## src/verilog/cic_pkg.sv

```systemverilog
package cic_pkg;

    // ********************************************************************
    // Register map (index of one byte register)
    // ********************************************************************
    localparam logic [3:0] ADDR_CONTROL = 4'h0;
    localparam logic [3:0] ADDR_PFLAG1  = 4'h1;
    localparam logic [3:0] ADDR_PFLAG2  = 4'h2;
    localparam logic [3:0] ADDR_PFLAG3  = 4'h3;
    localparam logic [3:0] ADDR_PEN1    = 4'h4;
    localparam logic [3:0] ADDR_PEN2    = 4'h5;
    localparam logic [3:0] ADDR_PEN3    = 4'h6;
    localparam logic [3:0] ADDR_OPTION  = 4'h7;
    localparam logic [3:0] ADDR_IRQ_ST  = 4'h8;
    localparam logic [3:0] ADDR_IRQ_MSK = 4'h9;

    // ********************************************************************
    // Control and option register field positions
    // ********************************************************************
    localparam int BIT_GIE    = 7;
    localparam int BIT_PERIPHERAL_GROUP_IRQ_ENABLE   = 6;
    localparam int BIT_TMR_IE = 5;
    localparam int BIT_EXT_IE = 4;
    localparam int BIT_IOC_IE = 3;
    localparam int BIT_TMR_IF = 2;
    localparam int BIT_EXT_IF = 1;
    localparam int BIT_IOC_IF = 0;
    localparam int BIT_EDGE   = 6;

    // ********************************************************************
    // Widths, reset values, timing
    // ********************************************************************
    localparam int          NPER     = 3;
    localparam int          CTX_W    = 32;
    localparam logic [7:0]  RST_BYTE = 8'h00;
    localparam logic [7:0]  OPT_RST  = 8'h40;
    localparam logic [14:0] VECTOR   = 15'h0004;
    localparam logic [1:0]  Q1       = 2'h0;
    localparam logic [1:0]  Q4       = 2'h3;
    localparam int          CLK_MHZ  = 20;
    localparam int          QPH_NS   = 50;
    localparam int          QPH_CYC  = (QPH_NS * CLK_MHZ + 999) / 1000;
    localparam logic [3:0]  IRQ_EXT  = 4'h1;
    localparam logic [3:0]  IRQ_TAKE = 4'h2;
    localparam logic [3:0]  IRQ_WAKE = 4'h4;
    localparam logic [3:0]  IRQ_RET  = 4'h8;

    // Sequencer states, Gray along the acceptance path
    typedef enum logic [2:0] {
        CIC_IDLE  = 3'h0,
        CIC_FLUSH = 3'h1,
        CIC_PUSH  = 3'h3,
        CIC_VECT  = 3'h2,
        CIC_ISR   = 3'h6
    } cic_state_type;

endpackage : cic_pkg

```

## src/verilog/cic_sync.sv

```systemverilog
`timescale 1ns/1ps
// Three flop synchroniser with agreement filter on the last two stages
module cic_sync (
    input  wire logic i_clk_sys,
    input  wire logic i_srst,
    input  wire logic i_async,
    output logic      o_level
);
    logic meta;
    logic s2;
    logic s3;

    // ********************************************************************
    // Chain; first stage read only by second
    // ********************************************************************
    always_ff @(posedge i_clk_sys) begin
        if (i_srst) begin
            meta    <= 1'b0;
            s2      <= 1'b0;
            s3      <= 1'b0;
            o_level <= 1'b0;
        end else begin
            meta <= i_async;
            s2   <= meta;
            s3   <= s2;
            if (s2 == s3) begin
                o_level <= s3; // Change counts once stages agree
            end
        end
    end
endmodule : cic_sync

```

## src/verilog/cic_ctx_store.sv

```systemverilog
`timescale 1ns/1ps
// Shadow copy of the critical core context, registered read
module cic_ctx_store (
    input  wire logic                      i_clk_sys,
    input  wire logic                      i_srst,
    input  wire logic                      i_save,
    input  wire logic [cic_pkg::CTX_W-1:0] i_ctx,
    output logic      [cic_pkg::CTX_W-1:0] o_ctx
);
    logic [cic_pkg::CTX_W-1:0] shadow;

    // ********************************************************************
    // Store and registered read
    // ********************************************************************
    always_ff @(posedge i_clk_sys) begin
        if (i_srst) begin
            shadow <= '0;
            o_ctx  <= '0;
        end else begin
            if (i_save) begin
                shadow <= i_ctx;
            end
            o_ctx <= i_save ? i_ctx : shadow;
        end
    end
endmodule : cic_ctx_store

```

## src/verilog/cic_top.sv

```systemverilog
`timescale 1ns/1ps
// Function
// - any reset clears every enable so nothing vectors
// - vectoring needs global and own enable, peripherals also group enable
// - flags set on events whatever the enables
// - flags live in control register and three peripheral flag registers
// - accept flushes, drops global enable, pushes pc, saves context, vectors
// - with global enable clear flags set but no redirect; serviced later
// - flag left set re-enters after return; software clears flags, change flag follows its source
// - return pops address, restores context, sets global enable
// - synchronous event to vector in three or four instruction cycles
// - asynchronous event to vector in three to five cycles
// - latency independent of one or two cycle instruction
// - pin flag settable in Q4 to Q1, sampled every Q1
// - enabled sources wake the core from sleep
// - pin edge select: set means rising, clear means falling
// - after wake next instruction runs first; branch only if global enable
module cic_top (
    input  wire logic        i_clk_sys,
    input  wire logic        i_srst,
    input  wire logic [3:0]  i_addr,
    input  wire logic [7:0]  i_wdata,
    input  wire logic        i_wr,
    input  wire logic        i_rd,
    output logic      [7:0]  o_rdata,
    input  wire logic        i_ext_pin,
    input  wire logic        i_tmr_evt,
    input  wire logic        i_ioc_any,
    input  wire logic [23:0] i_per_evt,
    input  wire logic [14:0] i_pc,
    input  wire logic [31:0] i_ctx,
    input  wire logic        i_return_from_isr_instr,
    input  wire logic        i_sleeping,
    input  wire logic        i_wake_instr_done,
    output logic             o_wake,
    output logic             o_flush,
    output logic             o_push,
    output logic      [14:0] o_push_pc,
    output logic             o_load_pc,
    output logic      [14:0] o_vector,
    output logic             o_restore,
    output logic      [31:0] o_ctx,
    output logic      [1:0]  o_qphase,
    output logic             o_irq_req,
    output logic             o_irq
);
    logic [7:0]                irq_control_reg;
    logic [7:0]                peripheral_flag_reg   [cic_pkg::NPER];
    logic [7:0]                peripheral_enable_reg [cic_pkg::NPER];
    logic [7:0]                option_reg;
    logic [3:0]                irq_status;
    logic [3:0]                irq_mask;
    logic [1:0]                qphase;
    logic [1:0]                qdiv;
    logic                      q_tick;
    logic                      pin_sync;
    logic                      pin_prev;
    logic                      ext_edge;
    logic                      per_pend;
    logic                      core_pend;
    logic                      any_pend;
    logic                      req_s;
    logic                      wake_hold;
    logic                      accept;
    logic                      take_evt;
    logic [cic_pkg::CTX_W-1:0] ctx_rd;
    cic_pkg::cic_state_type    state;
    cic_pkg::cic_state_type    next_state;

    // Flag-and-enable product of one peripheral register
    function automatic logic per_hit(input logic [7:0] f, input logic [7:0] e);
        per_hit = |(f & e);
    endfunction : per_hit

    function automatic logic wr_hit(input logic w, input logic [3:0] a,
                                    input logic [3:0] t);
        wr_hit = w && (a == t);
    endfunction : wr_hit

    // ********************************************************************
    // Phase generator: four Q phases per instruction cycle
    // ********************************************************************
    assign q_tick = (qdiv == 2'(cic_pkg::QPH_CYC - 1));

    always_ff @(posedge i_clk_sys) begin
        if (i_srst) begin
            qdiv   <= '0;
            qphase <= cic_pkg::Q1;
        end else begin
            qdiv <= q_tick ? 2'h0 : qdiv + 2'h1;
            if (q_tick) begin
                qphase <= qphase + 2'h1;
            end
        end
    end

    // ********************************************************************
    // External pin: filtered, edge chosen by select bit
    // ********************************************************************
    cic_sync u_pin (
        .i_clk_sys (i_clk_sys),
        .i_srst    (i_srst),
        .i_async   (i_ext_pin),
        .o_level   (pin_sync)
    );

    always_ff @(posedge i_clk_sys) begin
        if (i_srst) begin
            pin_prev <= 1'b0;
        end else begin
            pin_prev <= pin_sync;
        end
    end

    // Edge select set is rising edge
    assign ext_edge = option_reg[cic_pkg::BIT_EDGE]
                      ? (pin_sync & ~pin_prev)
                      : (~pin_sync & pin_prev);

    // ********************************************************************
    // Control register: enables writable, flags set beat software clear
    // ********************************************************************
    always_ff @(posedge i_clk_sys) begin
        if (i_srst) begin
            irq_control_reg <= cic_pkg::RST_BYTE;
        end else begin
            if (wr_hit(i_wr, i_addr, cic_pkg::ADDR_CONTROL)) begin
                irq_control_reg[7:1] <= i_wdata[7:1];
            end
            if (take_evt) begin
                irq_control_reg[cic_pkg::BIT_GIE] <= 1'b0;
            end else if (state == cic_pkg::CIC_ISR && i_return_from_isr_instr) begin
                irq_control_reg[cic_pkg::BIT_GIE] <= 1'b1;
            end
            // Flags set independent of any enable
            if (ext_edge) begin
                irq_control_reg[cic_pkg::BIT_EXT_IF] <= 1'b1;
            end
            if (i_tmr_evt) begin
                irq_control_reg[cic_pkg::BIT_TMR_IF] <= 1'b1;
            end
            // Change flag mirrors the source, read only
            irq_control_reg[cic_pkg::BIT_IOC_IF] <= i_ioc_any;
        end
    end

    // ********************************************************************
    // Peripheral flag and enable registers
    // ********************************************************************
    for (genvar g = 0; g < cic_pkg::NPER; g++) begin : g_per
        always_ff @(posedge i_clk_sys) begin
            if (i_srst) begin
                peripheral_flag_reg[g]   <= cic_pkg::RST_BYTE;
                peripheral_enable_reg[g] <= cic_pkg::RST_BYTE;
            end else begin
                // Set wins over the write that clears
                if (wr_hit(i_wr, i_addr, 4'(cic_pkg::ADDR_PFLAG1 + g))) begin
                    peripheral_flag_reg[g] <= i_wdata
                        | i_per_evt[g*8 +: 8];
                end else begin
                    peripheral_flag_reg[g] <= peripheral_flag_reg[g]
                        | i_per_evt[g*8 +: 8];
                end
                if (wr_hit(i_wr, i_addr, 4'(cic_pkg::ADDR_PEN1 + g))) begin
                    peripheral_enable_reg[g] <= i_wdata;
                end
            end
        end
    end

    // Edge select register
    always_ff @(posedge i_clk_sys) begin
        if (i_srst) begin
            option_reg <= cic_pkg::OPT_RST;
        end else if (wr_hit(i_wr, i_addr, cic_pkg::ADDR_OPTION)) begin
            option_reg <= i_wdata;
        end
    end

    // ********************************************************************
    // Pending request: OR of enabled flags with group qualifiers
    // ********************************************************************
    always_comb begin
        per_pend = 1'b0;
        for (int k = 0; k < cic_pkg::NPER; k++) begin
            per_pend = per_pend | per_hit(peripheral_flag_reg[k],
                                          peripheral_enable_reg[k]);
        end
        core_pend = |(irq_control_reg[5:3] & irq_control_reg[2:0]);
        any_pend = core_pend | (per_pend & irq_control_reg[cic_pkg::BIT_PERIPHERAL_GROUP_IRQ_ENABLE]);
    end

    // Sampled once per instruction cycle at Q1, so latency depends on the event phase, not the instruction
    always_ff @(posedge i_clk_sys) begin
        if (i_srst) begin
            req_s <= 1'b0;
        end else if (q_tick && qphase == cic_pkg::Q4) begin
            req_s <= any_pend & irq_control_reg[cic_pkg::BIT_GIE];
        end
    end

    // ********************************************************************
    // Sleep wake: next instruction completes before any branch
    // ********************************************************************
    always_ff @(posedge i_clk_sys) begin
        if (i_srst) begin
            o_wake    <= 1'b0;
            wake_hold <= 1'b0;
        end else begin
            o_wake <= i_sleeping & any_pend;
            if (i_sleeping & any_pend) begin
                wake_hold <= 1'b1;
            end else if (i_wake_instr_done) begin
                wake_hold <= 1'b0;
            end
        end
    end

    // Accept on a Q1 boundary; GLOBAL_IRQ_ENABLE gate keeps disabled flags pending
    assign accept = req_s && !wake_hold && q_tick && qphase == cic_pkg::Q1
                    && irq_control_reg[cic_pkg::BIT_GIE];
    assign take_evt = (state == cic_pkg::CIC_IDLE) && accept;

    // ********************************************************************
    // Entry sequencer; flush holds to the Q4 boundary, push and vector one clock each
    // ********************************************************************
    always_comb begin
        next_state = state;
        unique case (state)
            cic_pkg::CIC_IDLE:  if (accept) next_state = cic_pkg::CIC_FLUSH;
            cic_pkg::CIC_FLUSH: if (q_tick && qphase == cic_pkg::Q4)
                                    next_state = cic_pkg::CIC_PUSH;
            cic_pkg::CIC_PUSH:  next_state = cic_pkg::CIC_VECT;
            cic_pkg::CIC_VECT:  next_state = cic_pkg::CIC_ISR;
            cic_pkg::CIC_ISR:   if (i_return_from_isr_instr) next_state = cic_pkg::CIC_IDLE;
            default:            next_state = cic_pkg::CIC_IDLE;
        endcase
    end

    always_ff @(posedge i_clk_sys) begin
        if (i_srst) begin
            state <= cic_pkg::CIC_IDLE;
        end else begin
            state <= next_state;
        end
    end

    // Core strobes; sequence length does not look at the instruction
    always_ff @(posedge i_clk_sys) begin
        if (i_srst) begin
            o_flush   <= 1'b0;
            o_push    <= 1'b0;
            o_push_pc <= '0;
            o_load_pc <= 1'b0;
            o_vector  <= '0;
            o_restore <= 1'b0;
        end else begin
            o_flush   <= take_evt;
            o_push    <= state == cic_pkg::CIC_PUSH;
            o_push_pc <= (state == cic_pkg::CIC_FLUSH) ? i_pc : o_push_pc;
            o_load_pc <= state == cic_pkg::CIC_VECT;
            o_vector  <= cic_pkg::VECTOR;
            o_restore <= state == cic_pkg::CIC_ISR && i_return_from_isr_instr;
        end
    end

    cic_ctx_store u_ctx (
        .i_clk_sys (i_clk_sys),
        .i_srst    (i_srst),
        .i_save    (take_evt),
        .i_ctx     (i_ctx),
        .o_ctx     (ctx_rd)
    );

    // ********************************************************************
    // Status interrupt bits, write one to clear, set wins
    // ********************************************************************
    always_ff @(posedge i_clk_sys) begin
        if (i_srst) begin
            irq_status <= '0;
            irq_mask   <= '0;
        end else begin
            irq_status <= (wr_hit(i_wr, i_addr, cic_pkg::ADDR_IRQ_ST)
                           ? irq_status & ~i_wdata[3:0] : irq_status)
                          | (ext_edge ? cic_pkg::IRQ_EXT : 4'h0)
                          | (take_evt ? cic_pkg::IRQ_TAKE : 4'h0)
                          | ((i_sleeping & any_pend) ? cic_pkg::IRQ_WAKE : 4'h0)
                          | (o_restore ? cic_pkg::IRQ_RET : 4'h0);
            if (wr_hit(i_wr, i_addr, cic_pkg::ADDR_IRQ_MSK)) begin
                irq_mask <= i_wdata[3:0];
            end
        end
    end

    // ********************************************************************
    // Read port and registered outputs
    // ********************************************************************
    always_ff @(posedge i_clk_sys) begin
        if (i_srst) begin
            o_rdata   <= '0;
            o_irq     <= 1'b0;
            o_irq_req <= 1'b0;
            o_ctx     <= '0;
            o_qphase  <= cic_pkg::Q1;
        end else begin
            o_irq     <= |(irq_status & irq_mask);
            o_irq_req <= req_s;
            o_ctx     <= ctx_rd;
            o_qphase  <= qphase;
            o_rdata   <= '0;
            if (i_rd) begin
                unique case (i_addr)
                    cic_pkg::ADDR_CONTROL: o_rdata <= irq_control_reg;
                    cic_pkg::ADDR_PFLAG1:  o_rdata <= peripheral_flag_reg[0];
                    cic_pkg::ADDR_PFLAG2:  o_rdata <= peripheral_flag_reg[1];
                    cic_pkg::ADDR_PFLAG3:  o_rdata <= peripheral_flag_reg[2];
                    cic_pkg::ADDR_PEN1:    o_rdata <= peripheral_enable_reg[0];
                    cic_pkg::ADDR_PEN2:    o_rdata <= peripheral_enable_reg[1];
                    cic_pkg::ADDR_PEN3:    o_rdata <= peripheral_enable_reg[2];
                    cic_pkg::ADDR_OPTION:  o_rdata <= option_reg;
                    cic_pkg::ADDR_IRQ_ST:  o_rdata <= {4'h0, irq_status};
                    cic_pkg::ADDR_IRQ_MSK: o_rdata <= {4'h0, irq_mask};
                    default:               o_rdata <= '0;
                endcase
            end
        end
    end

    // ********************************************************************
    // Checks
    // ********************************************************************
    a_reset_gie_off: assert property (@(posedge i_clk_sys)
        i_srst |=> !irq_control_reg[cic_pkg::BIT_GIE]) else $error("gie on");
    a_take_clears_gie: assert property (@(posedge i_clk_sys)
        disable iff (i_srst) take_evt |=> !irq_control_reg[cic_pkg::BIT_GIE])
        else $error("gie kept");
    a_no_gie_no_take: assert property (@(posedge i_clk_sys)
        disable iff (i_srst) !irq_control_reg[cic_pkg::BIT_GIE] |-> !take_evt)
        else $error("took with gie off");
    a_flag_sets: assert property (@(posedge i_clk_sys)
        disable iff (i_srst) i_tmr_evt |=> irq_control_reg[cic_pkg::BIT_TMR_IF])
        else $error("flag lost");
    a_flag_sticky: assert property (@(posedge i_clk_sys)
        disable iff (i_srst) irq_control_reg[cic_pkg::BIT_EXT_IF]
        && !wr_hit(i_wr, i_addr, cic_pkg::ADDR_CONTROL)
        |=> irq_control_reg[cic_pkg::BIT_EXT_IF]) else $error("flag dropped");
    a_ret_sets_gie: assert property (@(posedge i_clk_sys)
        disable iff (i_srst) o_restore |-> irq_control_reg[cic_pkg::BIT_GIE])
        else $error("gie not set");
    a_entry_order: assert property (@(posedge i_clk_sys)
        disable iff (i_srst) $rose(o_push) |=> o_load_pc) else $error("order");
    a_vector_value: assert property (@(posedge i_clk_sys)
        disable iff (i_srst) o_load_pc |-> o_vector == cic_pkg::VECTOR)
        else $error("bad vector");
    a_flush_latency: assert property (@(posedge i_clk_sys)
        disable iff (i_srst) take_evt |-> ##5 $rose(o_push))
        else $error("entry late");
endmodule : cic_top

```

## config.mk

```make
export PLATFORM = sky130hd
export DESIGN_NAME = cic_top
export DESIGN_NICKNAME = d
export VERILOG_FILES = /design/src/verilog/cic_pkg.sv /design/src/verilog/cic_sync.sv /design/src/verilog/cic_ctx_store.sv /design/src/verilog/cic_top.sv
export SDC_FILE = /design/constraint.sdc
export NUM_CORES = 1
export LEC_CHECK = 0
export ABC_AREA = 1
export BUFFER_PORTS_ARGS = -buffer_cell sky130_fd_sc_hd__buf_2
export CAP_MARGIN = 20
export CORE_MARGIN = 5
export CORE_UTILIZATION = 35
export DETAILED_ROUTE_END_ITERATION = 8
export PLACE_DENSITY_LB_ADDON = 0.08
export SYNTH_ARGS = -nofsm -noshare
export SYNTH_HDL_FRONTEND = slang
export SYNTH_SLANG_ARGS = --single-unit
```

## constraint.sdc

```tcl
create_clock -name i_clk_sys -period 2.5 [get_ports i_clk_sys]
set_clock_uncertainty 0.05 [all_clocks]
set_input_delay 0.375 -clock i_clk_sys [delete_from_list [all_inputs] [get_ports i_clk_sys]]
set_output_delay 0.375 -clock i_clk_sys [all_outputs]
set_load 0.01 [all_outputs]
```

**Word-level counts from Yosys, hierarchy flattened**

Memories as Yosys holds them, arrays and structs flattened.
Cells that the tools add are included.

- Input bits: 93
- Word-level logic and storage cells: 181
- RAM bits: 48
- Register bits after elaboration: 149
- Memories kept: 2
- Output and inout bits: 79

- Reduce and logical (&&, ||, !) cells: 35
- Add/subtract/negate cells: 2
- Bitwise logic cells: 37
- Mux-type cells: 56
- Equality and inequality tests: 18

Memories:

| name | depth | bits a word | rd ports | clocked after memory_dff | write ports | RTL line | source |
|---|---|---|---|---|---|---|---|
| peripheral_enable_reg | 3 | 8 | 3 | 0 | 3 | cic_top.sv:49 | `logic [7:0] peripheral_enable_reg [cic_pkg::NPER];` |
| peripheral_flag_reg | 3 | 8 | 3 | 0 | 3 | cic_top.sv:48 | `logic [7:0] peripheral_flag_reg [cic_pkg::NPER];` |

Operators with widths:

| operator | count |
|---|---|
| $pmux 8 s10 | 1 |
| $mux 8 | 9 |
| $or 8x8->8 | 6 |
| $mux 1 | 36 |
| $and 8x8->8 | 3 |
| $reduce_or 8->1 | 3 |
| $logic_and 1x1->1 | 17 |
| $eq 4x3->1 const B | 4 |
| $mux 3 | 5 |
| $pmux 3 s5 | 1 |
| $or 1x1->1 | 12 |
| $and 4x4->4 | 2 |
| $eq 4x2->1 const B | 2 |
| $eq 4x4->1 const B | 2 |
| $mux 4 | 2 |
| $reduce_bool 2->1 | 4 |
| $mux 7 | 1 |
| $eq 3x2->1 const B | 2 |
| $ne 2x2->1 const B | 3 |
| $reduce_or 2->1 | 3 |
| $and 1x1->1 | 5 |
| $add 2x1->2 const B | 2 |
| $eq 4x1->1 const B | 1 |
| $logic_not 2->1 | 2 |
| 18 further kinds | 20 |

**Depth between registers and ports, before layout**

Gate-level depths: netlist of the first run.
An unclocked memory read counts as a cell.

- Depth in word-level cells: 11
- Mapped depth: 10
- Gate-level depth less buffers: 10

**Hierarchy**

From an unflattened synthesis of the first run, not the netlist that was laid out.

- Cells, all modules: 991
- Area, all modules: 7713.6 µm²

Modules (own cells, without submodules):

| module | instances | cells an instance | area an instance (µm²) | seq. area each (µm²) |
|---|---|---|---|---|
| cic_top | 1 | 775 | 6253.5 | 3423.3 |
| cic_ctx_store | 1 | 203 | 1338.8 | 640.6 |
| cic_sync | 1 | 13 | 121.4 | 80.1 |

**Worst setup path before layout of the first run**

Ideal clock, no wire load.

- Path type: input to register
- From: input i_addr[2]
- To: memory peripheral_enable_reg[2][0], enable pin
- Arrival: 1.474 ns
- Stages: 5
- Setup time: 0.384 ns
- Buffers on the path: 1
- Required time: 2.066 ns
- Slack: 0.592 ns
- Cells stage by stage: inv_1 > nor2_4 > buf_4 > nand2_1 > o21ai_0

RTL lines:

| what | RTL line | source |
|---|---|---|
| from (decl) | cic_top.sv:21 | `input wire logic [3:0] i_addr,` |
| to (decl) | cic_top.sv:49 |  |

**Final worst setup path of the first run**

- From: register qdiv[0]
- To: register irq_control_reg[7]

- Word-level cells in the longest chain between the ends: 6

Ends and longest elaborated chain:

| what | RTL line | source |
|---|---|---|
| from (decl) | cic_top.sv:54 | `logic [1:0] qdiv;` |
| from (signal assigned) | cic_top.sv:90 | `qdiv <= q_tick ? 2'h0 : qdiv + 2'h1;` |
| $logic_not 2->1 | cic_top.sv:83 | `assign q_tick = (qdiv == 2'(cic_pkg::QPH_CYC - 1));` |
| $logic_and 1x1->1 (2 in series) | cic_top.sv:220 | `assign accept = req_s && !wake_hold && q_tick && qphase == cic_pkg::Q1` |
| $logic_and 1x1->1 | cic_top.sv:221 | `&& irq_control_reg[cic_pkg::BIT_GIE];` |
| $logic_and 1x1->1 | cic_top.sv:222 | `assign take_evt = (state == cic_pkg::CIC_IDLE) && accept;` |
| $reduce_or 2->1 (no source line) | - |  |
| to (signal assigned) | cic_top.sv:125 | `irq_control_reg <= cic_pkg::RST_BYTE;` |
| to (signal assigned) | cic_top.sv:128 | `irq_control_reg[7:1] <= i_wdata[7:1];` |
| to (signal, indexed assignment) | cic_top.sv:143 | `irq_control_reg[cic_pkg::BIT_IOC_IF] <= i_ioc_any;` |
| to (decl) | cic_top.sv:47 | `logic [7:0] irq_control_reg;` |

No other way between the ends.
A chain may end at the register's enable or synchronous reset.

==> results.toml, run 1 <==
[yosys]
synth-seq-area-share_pct = 56.77
yosysWarnings = 0
syn_area_mm2 = 0.007300
synth.avg_cell_area_um2 = 8.183
synth_ff_type = "sky130_fd_sc_hd__dfxtp_1"
postSynthRegisterBits = 183
synth_edf_count = 48
yosysMostFrequentCell = "sky130_fd_sc_hd__nand2_1"
yosysTopAreaCellShare_pct = 37.02
synth.largest_area_cell = "sky130_fd_sc_hd__dfxtp_1"
async_reset_ff_share_pct = 0
synthCells = 892
synth_area_leaders = "sky130_fd_sc_hd__dfxtp_1 37%, sky130_fd_sc_hd__edfxtp_1 20%, sky130_fd_sc_hd__nand2_1 10%"
distinct_cell_type_count_of_the_synthesized_netlist = 35
post_synth_most_frequent_cells = "202 x sky130_fd_sc_hd__nand2_1, 135 x sky130_fd_sc_hd__dfxtp_1, 126 x sky130_fd_sc_hd__nor2_1"

[flow_run]
maxCapViolations = 0

[clock_tree]
clock_tree_from_tritoncts = "done"
clk_path_buf_depth = 2
root_buffer = "sky130_fd_sc_hd__clkbuf_16"
post_cts_setup_buffer_count = 0
cts_made_buffers = 17
clkLatencyLatePin_ns = 0.43
htree_num_levels = 4
cts-hold-fix-buffers = 0
tritoncts_num_sinks = 183
post_cts_resize_count = 0
clk_slew_on_worst_s_h_paths_ns = 0.08

[finish]
syn_to_final_growth_pct = 23.62
post_layout_nonfiller_instances = 1358
filler_cell_count = 2120
final_net_count = 1171
regs_by_ff_count = "o_ctx x32, u_ctx.o_ctx x32"
post_route_cells_drive_above_1_share_pct = 20.68
antenna-diode-count = 0
finalCoreUtilization_pct = 44.31

[worst_setup_path]
worstSetupStartpointType = "register"
worst_r2r_src = "qdiv[0]$_SDFF_PP0_"
crit_required_ns = 2.78
reg2regPathDepth = 9
reg2reg_setup_slack_ns = 0.84
worstSetupPathType = "reg2reg"
crit_path_end_kind = "register"
worstReg2RegEnd = "irq_control_reg[7]$_SDFFE_PP0P_"
worst-path-max-fanout = 33
worstPathArrival_ns = 1.94

[power_and_ir_drop]
power_report.internal_total_w = 0.004685
switching_power_w = 0.001727
share_comb_of_total_power_pct = 8.4
leak_nw = 4.217
peakVddDrop_mv = 0.3973
power.share.sequential_pct = 50.4
power_per_cell_area_mw_per_mm2 = 710.6
clkPwrFrac_pct = 41.2
swShare_pct = 26.93

[min_path]
min_delay_path_depth = 3
timing.hold.worst.start = "i_ctx[6]"
whs_endpoint = "u_ctx.o_ctx[6]$_SDFFE_PP0P_"
hp-class = "in2reg"

[sta]
layout_min_cycle_time_ns = 1.662
timing_hold_violations_final = 0
timing.final.setup_violations = 0
timing.hold.ws_ns = 0.07950
sum_of_negative_setup_slack_ns = 0
period_share_pct = 66.47
finalMaxSlewViolations = 0
rsz0062_at_grt = "no"
timing.fmax_mhz = 601.8

[floorplanning]
io_pins = 172
placement_rows = 52
die-height_um = 154.4
fp.dieW_um = 154.4
start_util_pct = 35.84
core_mm2 = 0.02036
dieArea_mm2 = 0.02384

[detailed_routing]
routed_wirelength_um = 20820
detail-route-antenna-nets = 0
detail_route.vias_per_cell = 4.626
route.detailed.drc = 0
detail_route.iter0.violations = 444
drt_pre_antenna_iters = 7
dr_total_vias = 6282
routed_wire_length_per_instance_um = 15.33

[global_routing]
grtUsageTotal_pct = 17.28
sum_of_overflow_across_all_layers_after_global_routing = 0
antenna_found_initial = 2
pin_count_of_the_biggest_net_entering_global_routing = 42
grt_pass1_wl_um = 32370
first_global_vias = 6039

[placed_design]
finalWeightedCongestion = 0.8547
place.port_buffers = 157
placed_cells_incl_taps = 1326
detailed_place_hpwl_um = 15200

[status]
status = "finished, final reports clean"
[layout make-up]
type,instances,area [um^2],share of cell area (%)
multi-input cells,596,2661,29.49
inverters,110,412.9,4.576
clock buffers,17,425.4,4.714
well taps,270,337.8,3.744
repair buffers,167,885.9,9.817
clock inverters,15,156.4,1.733
flip-flops and latches,183,4144,45.92
[routing by layer]
metal,GRT usage [%],up-vias,share of wire [%]
met1,23.13,2855,45
met5,0,-,0.10
li1,-,3169,-
met3,4.862,33,7.4
met2,27.23,221,46
met4,5.383,4,1.7
[power by group through the flow]
| stage | clock network, W | registers [W] | logic [W] |
|---|---|---|---|
| after floorplan | 0 | 0.00330 | 0.000285 |
| after global placement | 0 | 0.00330 | 0.000545 |
| after detailed placement | 0 | 0.00330 | 0.000546 |
| after CTS | 0.00274 | 0.00323 | 0.000549 |
| after global routing | 0.00286 | 0.00324 | 0.000608 |
| final | 0.00264 | 0.00323 | 0.000540 |
[how the worst max path moves through the flow]
stage / endpoint / startpoint / cells after the start
2_1_floorplan: peripheral_enable_reg[2][0]$_SDFFCE_PN0P_ / i_addr[2] / 5
3_3_place_gp: peripheral_flag_reg[2][4]$_SDFFCE_PN0P_ / i_addr[2] / 10
3_5_place_dp: peripheral_flag_reg[2][6]$_SDFFCE_PN0P_ / i_addr[2] / 10
4_1_cts: irq_control_reg[7]$_SDFFE_PP0P_ / qdiv[0]$_SDFF_PP0_ / 9
5_1_grt: u_ctx.o_ctx[18]$_SDFFE_PP0P_ / qdiv[0]$_SDFF_PP0_ / 8
6_report: irq_control_reg[7]$_SDFFE_PP0P_ / qdiv[0]$_SDFF_PP0_ / 9
[stage by stage]
| stage | total power (W) | cell area [um^2] | setup WS (ns) |
|---|---|---|---|
| floorplan | 0.003582 | 7435 | 0.5922 |
| global placement | 0.003842 | 8442 | 0.5392 |
| detailed placement | 0.003844 | 8442 | 0.4996 |
| CTS | 0.006516 | 9024 | 0.8009 |
| global route | 0.006714 | 9024 | 0.5882 |
| finish | 0.006412 | 9024 | 0.8383 |
[cells in the final DEF, fill, tap and decap left out]
master / netlist / routed
sky130_fd_sc_hd__ha_1: 3 / 3
sky130_fd_sc_hd__dfxtp_1: 135 / 135
sky130_fd_sc_hd__nor2_2: 3 / 3
sky130_fd_sc_hd__nand3_1: 35 / 35
sky130_fd_sc_hd__a31oi_1: 1 / 1
sky130_fd_sc_hd__buf_4: 16 / 8
sky130_fd_sc_hd__a211oi_1: 1 / 1
sky130_fd_sc_hd__a31o_2: 1 / 1
sky130_fd_sc_hd__clkbuf_16: 0 / 17
sky130_fd_sc_hd__inv_4: 0 / 1
sky130_fd_sc_hd__conb_1: 2 / 38
sky130_fd_sc_hd__nand4_2: 1 / 1
sky130_fd_sc_hd__o21ai_1: 8 / 8
sky130_fd_sc_hd__o21a_1: 2 / 2
sky130_fd_sc_hd__o22ai_1: 4 / 4
sky130_fd_sc_hd__nor2_1: 126 / 126
sky130_fd_sc_hd__edfxtp_1: 48 / 48
sky130_fd_sc_hd__o31ai_1: 1 / 1
sky130_fd_sc_hd__nor3b_1: 1 / 1
sky130_fd_sc_hd__nor2_4: 8 / 8
sky130_fd_sc_hd__inv_6: 0 / 4
sky130_fd_sc_hd__a21oi_2: 1 / 1
sky130_fd_sc_hd__nor3_1: 2 / 2
sky130_fd_sc_hd__clkinv_8: 0 / 2
sky130_fd_sc_hd__nand4_1: 4 / 4
sky130_fd_sc_hd__inv_2: 6 / 6
sky130_fd_sc_hd__buf_12: 0 / 2
sky130_fd_sc_hd__a221oi_1: 1 / 1
sky130_fd_sc_hd__buf_2: 8 / 157
sky130_fd_sc_hd__and3_1: 1 / 1
sky130_fd_sc_hd__a21oi_1: 37 / 37
sky130_fd_sc_hd__nand3b_1: 2 / 2
sky130_fd_sc_hd__nor4_1: 1 / 1
sky130_fd_sc_hd__inv_8: 0 / 5
sky130_fd_sc_hd__o211ai_1: 1 / 1
sky130_fd_sc_hd__inv_1: 104 / 104
sky130_fd_sc_hd__nand2_1: 202 / 202
sky130_fd_sc_hd__clkinv_4: 0 / 3
sky130_fd_sc_hd__o21ai_0: 105 / 105
sky130_fd_sc_hd__nand2_2: 6 / 6
[critical path: stages (launching register included)]
cell and delay [ns]:
sky130_fd_sc_hd__dfxtp_1 0.31, sky130_fd_sc_hd__inv_1 0.05, sky130_fd_sc_hd__ha_1 0.24, sky130_fd_sc_hd__nand2_1 0.09, sky130_fd_sc_hd__inv_1 0.08, sky130_fd_sc_hd__nand4_1 0.17, sky130_fd_sc_hd__nand2_1 0.10, sky130_fd_sc_hd__buf_4 0.30
sky130_fd_sc_hd__a31o_2 0.15, sky130_fd_sc_hd__inv_1 0.03
[kinds of logic (layout without fill, tap and decap cells)]
logic type               Yosys count  count (layout)  share of synthesized area [%]
AND/OR/NAND/NOR                  392             392                          22.40
other                              2              38                         0.1029
adder cells (fa/ha/maj)            3               3                         0.5143
buffers and inverters            149             309                          8.622
AO/OA/AOI/OAI                    163             163                          11.59
flip-flops                       183             183                          56.77
Note: power is estimated with default switching activity, not from simulation.
==> run 2, diff against run 1 <==
clock period = 1.4 ns   (was 2.5 ns; I/O delays follow)
==> results.toml, run 2 (synthesized netlist as in run 1, its figures left out) <==
[floorplanning]
dieArea_mm2 = 0.02384
die-height_um = 154.4
fp.dieW_um = 154.4
io_pins = 172
core_mm2 = 0.02036
start_util_pct = 35.84
placement_rows = 52

[clock_tree]
clock_tree_from_tritoncts = "done"
clk_path_buf_depth = 2
clkLatencyLatePin_ns = 0.43
clk_slew_on_worst_s_h_paths_ns = 0.07
root_buffer = "sky130_fd_sc_hd__clkbuf_16"
htree_num_levels = 4
tritoncts_num_sinks = 183
cts_made_buffers = 17

[worst_setup_path]
worstSetupPathType = "reg2reg"
crit_required_ns = 1.71
crit_path_end_kind = "register"
worstPathArrival_ns = 1.82
worstSetupStartpointType = "register"
worst-path-max-fanout = 8

[placed_design]
detailed_place_hpwl_um = 16170
finalWeightedCongestion = 0.8875
placedInstanceArea_mm2 = 0.009159
placed_cells_incl_taps = 1411
place.port_buffers = 157

[sta]
period_share_pct = 108.1
timing.fmax_mhz = 660.9
finalMaxSlewViolations = 0
timing.final.setup_violations = 37
layout_min_cycle_time_ns = 1.513
rsz0062_at_grt = "yes"
post-route-worst-setup-slack_ns = -0.1130
timing_hold_violations_final = 0

[finish]
antenna-diode-count = 0
post_layout_nonfiller_instances = 1515
post_route_cells_drive_above_1_share_pct = 33.17
filler_cell_count = 1974
regs_by_ff_count = "o_ctx x32, u_ctx.o_ctx x32"
syn_to_final_growth_pct = 49.57
layout_cell_area_excl_fill_mm2 = 0.01092
final_net_count = 1329
layout.cells.most_common = "sky130_fd_sc_hd__nand2_1"
layout.cells.most_common_list = "170 x sky130_fd_sc_hd__nand2_1, 157 x sky130_fd_sc_hd__buf_2, 130 x sky130_fd_sc_hd__dfxtp_1"

[power_and_ir_drop]
power_per_cell_area_mw_per_mm2 = 1117
peakVddDrop_mv = 0.8446
leak_nw = 5.149
total_power_w = 0.01219

[global_routing]
first_global_vias = 6546
grtUsageTotal_pct = 18.94
sum_of_overflow_across_all_layers_after_global_routing = 0
pin_count_of_the_biggest_net_entering_global_routing = 35
grt_pass1_wl_um = 35190
antenna_found_initial = 0

[status]
failed_checks = "negative setup slack"
status = "finished, violations left"

[detailed_routing]
drt_pre_antenna_iters = 5
dr_total_vias = 6861
routed_wirelength_um = 23200
routed_wire_length_per_instance_um = 15.32
detail_route.vias_per_cell = 4.529
route.detailed.drc = 0
detail_route.iter0.violations = 321
detail-route-antenna-nets = 0

[min_path]
hp-class = "in2reg"

[flow_run]
maxCapViolations = 0
run 2: cell count changes in the layout (fill, tap and decap cells not counted), sizes merged, moves of 2 or more:
cell         delta
buf           +104
clkbuf          +4
dlygate4sd3    +51
bufinv          +2
inv             -3
clkinv          -2
run 2: per-stage QoR:
step | TNS, ns | setup WS (ns) | util [%] | hold slack (ns)
after floorplan | -1.017 | -0.05086 | - | 0.2670
after global placement | -18.46 | -0.2199 | 44.97 | 0.3439
after detailed placement | -19.53 | -0.2300 | 44.97 | 0.3435
after CTS | -3.412 | -0.1163 | 51.85 | 0.008511
after global routing | -8.410 | -0.2366 | 53.61 | 0.01041
final | -3.160 | -0.1130 | 53.61 | 0.02617
run 2: cell type report:
type                            count  area [um^2]  area share, %
Clock buffer                       18        450.4          4.126
Clock inverter                     13        153.9          1.410
Inverter                          110        416.7          3.816
Multi-Input combinational cell    596         2967          27.17
Sequential cell                   183         4150          38.01
Tap cell                          270        337.8          3.094
Timing Repair Buffer              325         2442          22.37
run 2: final timing paths:
| kind | from | endpoint | slack (ns) | depth (start not counted) |
|---|---|---|---|---|
| worst max-delay path | qdiv[1]$_SDFF_PP0_ | u_ctx.o_ctx[21]$_SDFFE_PP0P_ | -0.11 | 11 |
| worst min-delay path | i_per_evt[11] | peripheral_flag_reg[1][3]$_DFFE_PP_ | 0.03 | 3 |
| worst max register to register | qdiv[1]$_SDFF_PP0_ | u_ctx.o_ctx[21]$_SDFFE_PP0P_ | -0.11 | 11 |
| worst min register to register | u_pin.meta$_SDFF_PP0_ | u_pin.s2$_SDFF_PP0_ | 0.35 | 2 |
run 2: where the power goes:
group | total [W] | leakage, nW | switching, W | internal, W
registers | 0.00576 | 1.57 | 0.000114 | 0.00564
clock network | 0.00495 | 0.301 | 0.00217 | 0.00278
logic | 0.00148 | 3.28 | 0.000801 | 0.000680
total | 0.0122 | 5.15 | 0.00309 | 0.00910
run 2: worst max-delay path, cell delays in order (launching register included):
cell                        delay, ns
sky130_fd_sc_hd__dfxtp_2         0.32
sky130_fd_sc_hd__inv_2           0.06
sky130_fd_sc_hd__ha_4            0.13
sky130_fd_sc_hd__nand2_2         0.05
sky130_fd_sc_hd__inv_2           0.05
sky130_fd_sc_hd__nand4_1         0.10
sky130_fd_sc_hd__buf_4           0.17
sky130_fd_sc_hd__nor2_4          0.10
sky130_fd_sc_hd__buf_6           0.14
sky130_fd_sc_hd__clkbuf_16       0.16
sky130_fd_sc_hd__nand2_1         0.05
sky130_fd_sc_hd__o21ai_1         0.06
run 2: repair_timing:
| item | in CTS | in global routing |
|---|---|---|
| buffers inserted | 11 | 6 |
| setup endpoints to repair | 53 | 57 |
| endpoints found under the hold margin | 51 | 0 |
| cloned | 4 | 3 |
| hold buffers | 51 | 0 |
| gates resized for setup | 44 | 95 |
| pin swaps | 3 | 12 |
run 2: metal layers:
layer | GRT usage [%] | part of all wire, % | vias up
met5 | 0 | 0 | -
li1 | - | - | 3500
met4 | 6.476 | 2.4 | 0
met3 | 4.247 | 6.2 | 32
met1 | 25.49 | 45 | 3134
met2 | 30.20 | 46 | 195
==> run 3, diff against run 2 <==
HOLD_SLACK_MARGIN = 0.03   (was default)
MAX_ROUTING_LAYER = met4   (was default)
REMOVE_ABC_BUFFERS = 1   (was default)
==> results.toml, run 3 (synthesized netlist as in run 1, its figures left out) <==
[status]
status = "finished, violations left"
failed_checks = "negative setup slack"

[sta]
sum_of_negative_setup_slack_ns = -2.524
rsz0062_at_grt = "yes"
layout_min_cycle_time_ns = 1.511
post-route-worst-setup-slack_ns = -0.1114
timing.final.setup_violations = 32
period_share_pct = 108.0
timing.fmax_mhz = 661.7
timing_hold_violations_final = 0
timing.hold.ws_ns = 0.04223
finalMaxSlewViolations = 0

[placed_design]
placed_cells_incl_taps = 1396
finalWeightedCongestion = 0.8817
detailed_place_hpwl_um = 16040
place.port_buffers = 157

[worst_setup_path]
crit_required_ns = 1.71
critPathCapture = "u_ctx.o_ctx[27]$_SDFFE_PP0P_"
cp-startpoint = "qphase[1]$_SDFFE_PP0N_"
worstSetupStartpointType = "register"
worst_r2r_src = "qphase[1]$_SDFFE_PP0N_"
reg2regPathDepth = 8
worstReg2RegEnd = "u_ctx.o_ctx[27]$_SDFFE_PP0P_"
worst-path-max-fanout = 8
worstPathArrival_ns = 1.83
crit_path_end_kind = "register"
reg2reg_setup_slack_ns = -0.11
worstSetupPathType = "reg2reg"

[detailed_routing]
drt_pre_antenna_iters = 5
routed_wire_length_per_instance_um = 15.14
detail-route-antenna-nets = 0
dr_total_vias = 6795
route.detailed.drc = 0
detail_route.vias_per_cell = 4.503
routed_wirelength_um = 22850
detail_route.iter0.violations = 427

[floorplanning]
io_pins = 172
placement_rows = 52
fp.dieW_um = 154.4
start_util_pct = 35.84
dieArea_mm2 = 0.02384
die-height_um = 154.4
core_mm2 = 0.02036

[finish]
regs_by_ff_count = "o_ctx x32, u_ctx.o_ctx x32"
post_layout_nonfiller_instances = 1509
syn_to_final_growth_pct = 46.06
post_route_cells_drive_above_1_share_pct = 28.89
final_net_count = 1322
layout.cells.most_common_list = "181 x sky130_fd_sc_hd__nand2_1, 157 x sky130_fd_sc_hd__buf_2, 132 x sky130_fd_sc_hd__dfxtp_1"
layout.cells.most_common = "sky130_fd_sc_hd__nand2_1"
antenna-diode-count = 0

[power_and_ir_drop]
leak_nw = 4.997
power_per_cell_area_mw_per_mm2 = 1137
peakVddDrop_mv = 0.8407

[global_routing]
first_global_vias = 6802
grtUsageTotal_pct = 19.23
grt_pass1_wl_um = 35290
antenna_found_initial = 0
sum_of_overflow_across_all_layers_after_global_routing = 0
pin_count_of_the_biggest_net_entering_global_routing = 34

[clock_tree]
root_buffer = "sky130_fd_sc_hd__clkbuf_16"
clk_slew_on_worst_s_h_paths_ns = 0.08
clock_tree_from_tritoncts = "done"
clk_path_buf_depth = 2
clkLatencyLatePin_ns = 0.44
tritoncts_num_sinks = 183
htree_num_levels = 4
cts_made_buffers = 17

[min_path]
hp-class = "in2reg"
timing.hold.worst.start = "i_return_from_isr_instr"

[flow_run]
maxCapViolations = 0
==> run 3: changes by cell type in the layout (fill, tap and decap cells not counted), sizes merged <==
cell,before,now
buf,271,248
dlygate4sd3,51,66
clkinvlp,1,2
clkinv,3,5
bufinv,2,0
clkbuf,21,20
inv,117,119
==> run 3: metal layers <==
layer / part of all wire [%] / global-route usage, % / vias up
met2: 47 / 31.11 / 197
met1: 47 / 25.04 / 3113
met3: 5.4 / 3.744 / 18
li1: - / - / 3467
met5: 0 / - / -
met4: 1.1 / 4.626 / 0
==> run 3: worst min-delay path by stage <==
stage                                                      to  cells past startpoint
after detailed placement                  u_pin.s2$_SDFF_PP0_                      2
after floorplan                      irq_status[0]$_SDFF_PP0_                      1
after global routing      peripheral_flag_reg[1][3]$_DFFE_PP_                      3
after CTS                 peripheral_flag_reg[1][3]$_DFFE_PP_                      3
final                                    o_restore$_SDFF_PP0_                      3
after global placement                    u_pin.s2$_SDFF_PP0_                      2
==> run 3: where the power goes <==
group          internal [W]  total, W  switching (W)
Clock               0.00250   0.00501        0.00252
Sequential          0.00564   0.00576       0.000120
Combinational      0.000603   0.00135       0.000752
Total               0.00874    0.0121        0.00339
==> run 3: repair_timing <==
item                                    CTS  global route
pin swaps                                11            25
endpoints found under the hold margin    66             0
setup buffers                             6             5
hold buffers                             66             0
gates resized for setup                   7            63
endpoints found under the setup margin   38            59
gates cloned                              0             5
==> run 3: cell type report <==
| cell class | count | area, um^2 |
|---|---|---|
| clock buffers | 17 | 425.4 |
| clock inverters | 15 | 203.9 |
| fillers | 1946 | 9703 |
| inverters | 110 | 416.7 |
| multi-input cells | 596 | 2823 |
| flip-flops and latches | 183 | 4148 |
| well taps | 270 | 337.8 |
| repair buffers | 317 | 2300 |
| repair inverters | 1 | 7.507 |
==> run 3: metrics by stage <==
step                      setup slack [ns]  instance area (um^2)  total power (W)  util (%)
final                              -0.1114                 10660          0.01213     52.35
after global routing               -0.2097                 10660          0.01264     52.35
after CTS                          -0.1106                 10370          0.01220     50.93
after detailed placement           -0.2023                  9017         0.007000     44.28
after global placement             -0.1872                  9017         0.006997     44.28
after floorplan                    -0.5909                  7218         0.006325         -
==> run 3: critical path, cell delays in order, from the launching register on <==
cell	delay [ns]
sky130_fd_sc_hd__dfxtp_1	0.32
sky130_fd_sc_hd__inv_1	0.09
sky130_fd_sc_hd__ha_1	0.19
sky130_fd_sc_hd__nand4_1	0.20
sky130_fd_sc_hd__nor2_4	0.16
sky130_fd_sc_hd__buf_12	0.14
sky130_fd_sc_hd__clkbuf_16	0.16
sky130_fd_sc_hd__nand2_1	0.05
sky130_fd_sc_hd__o21ai_0	0.06
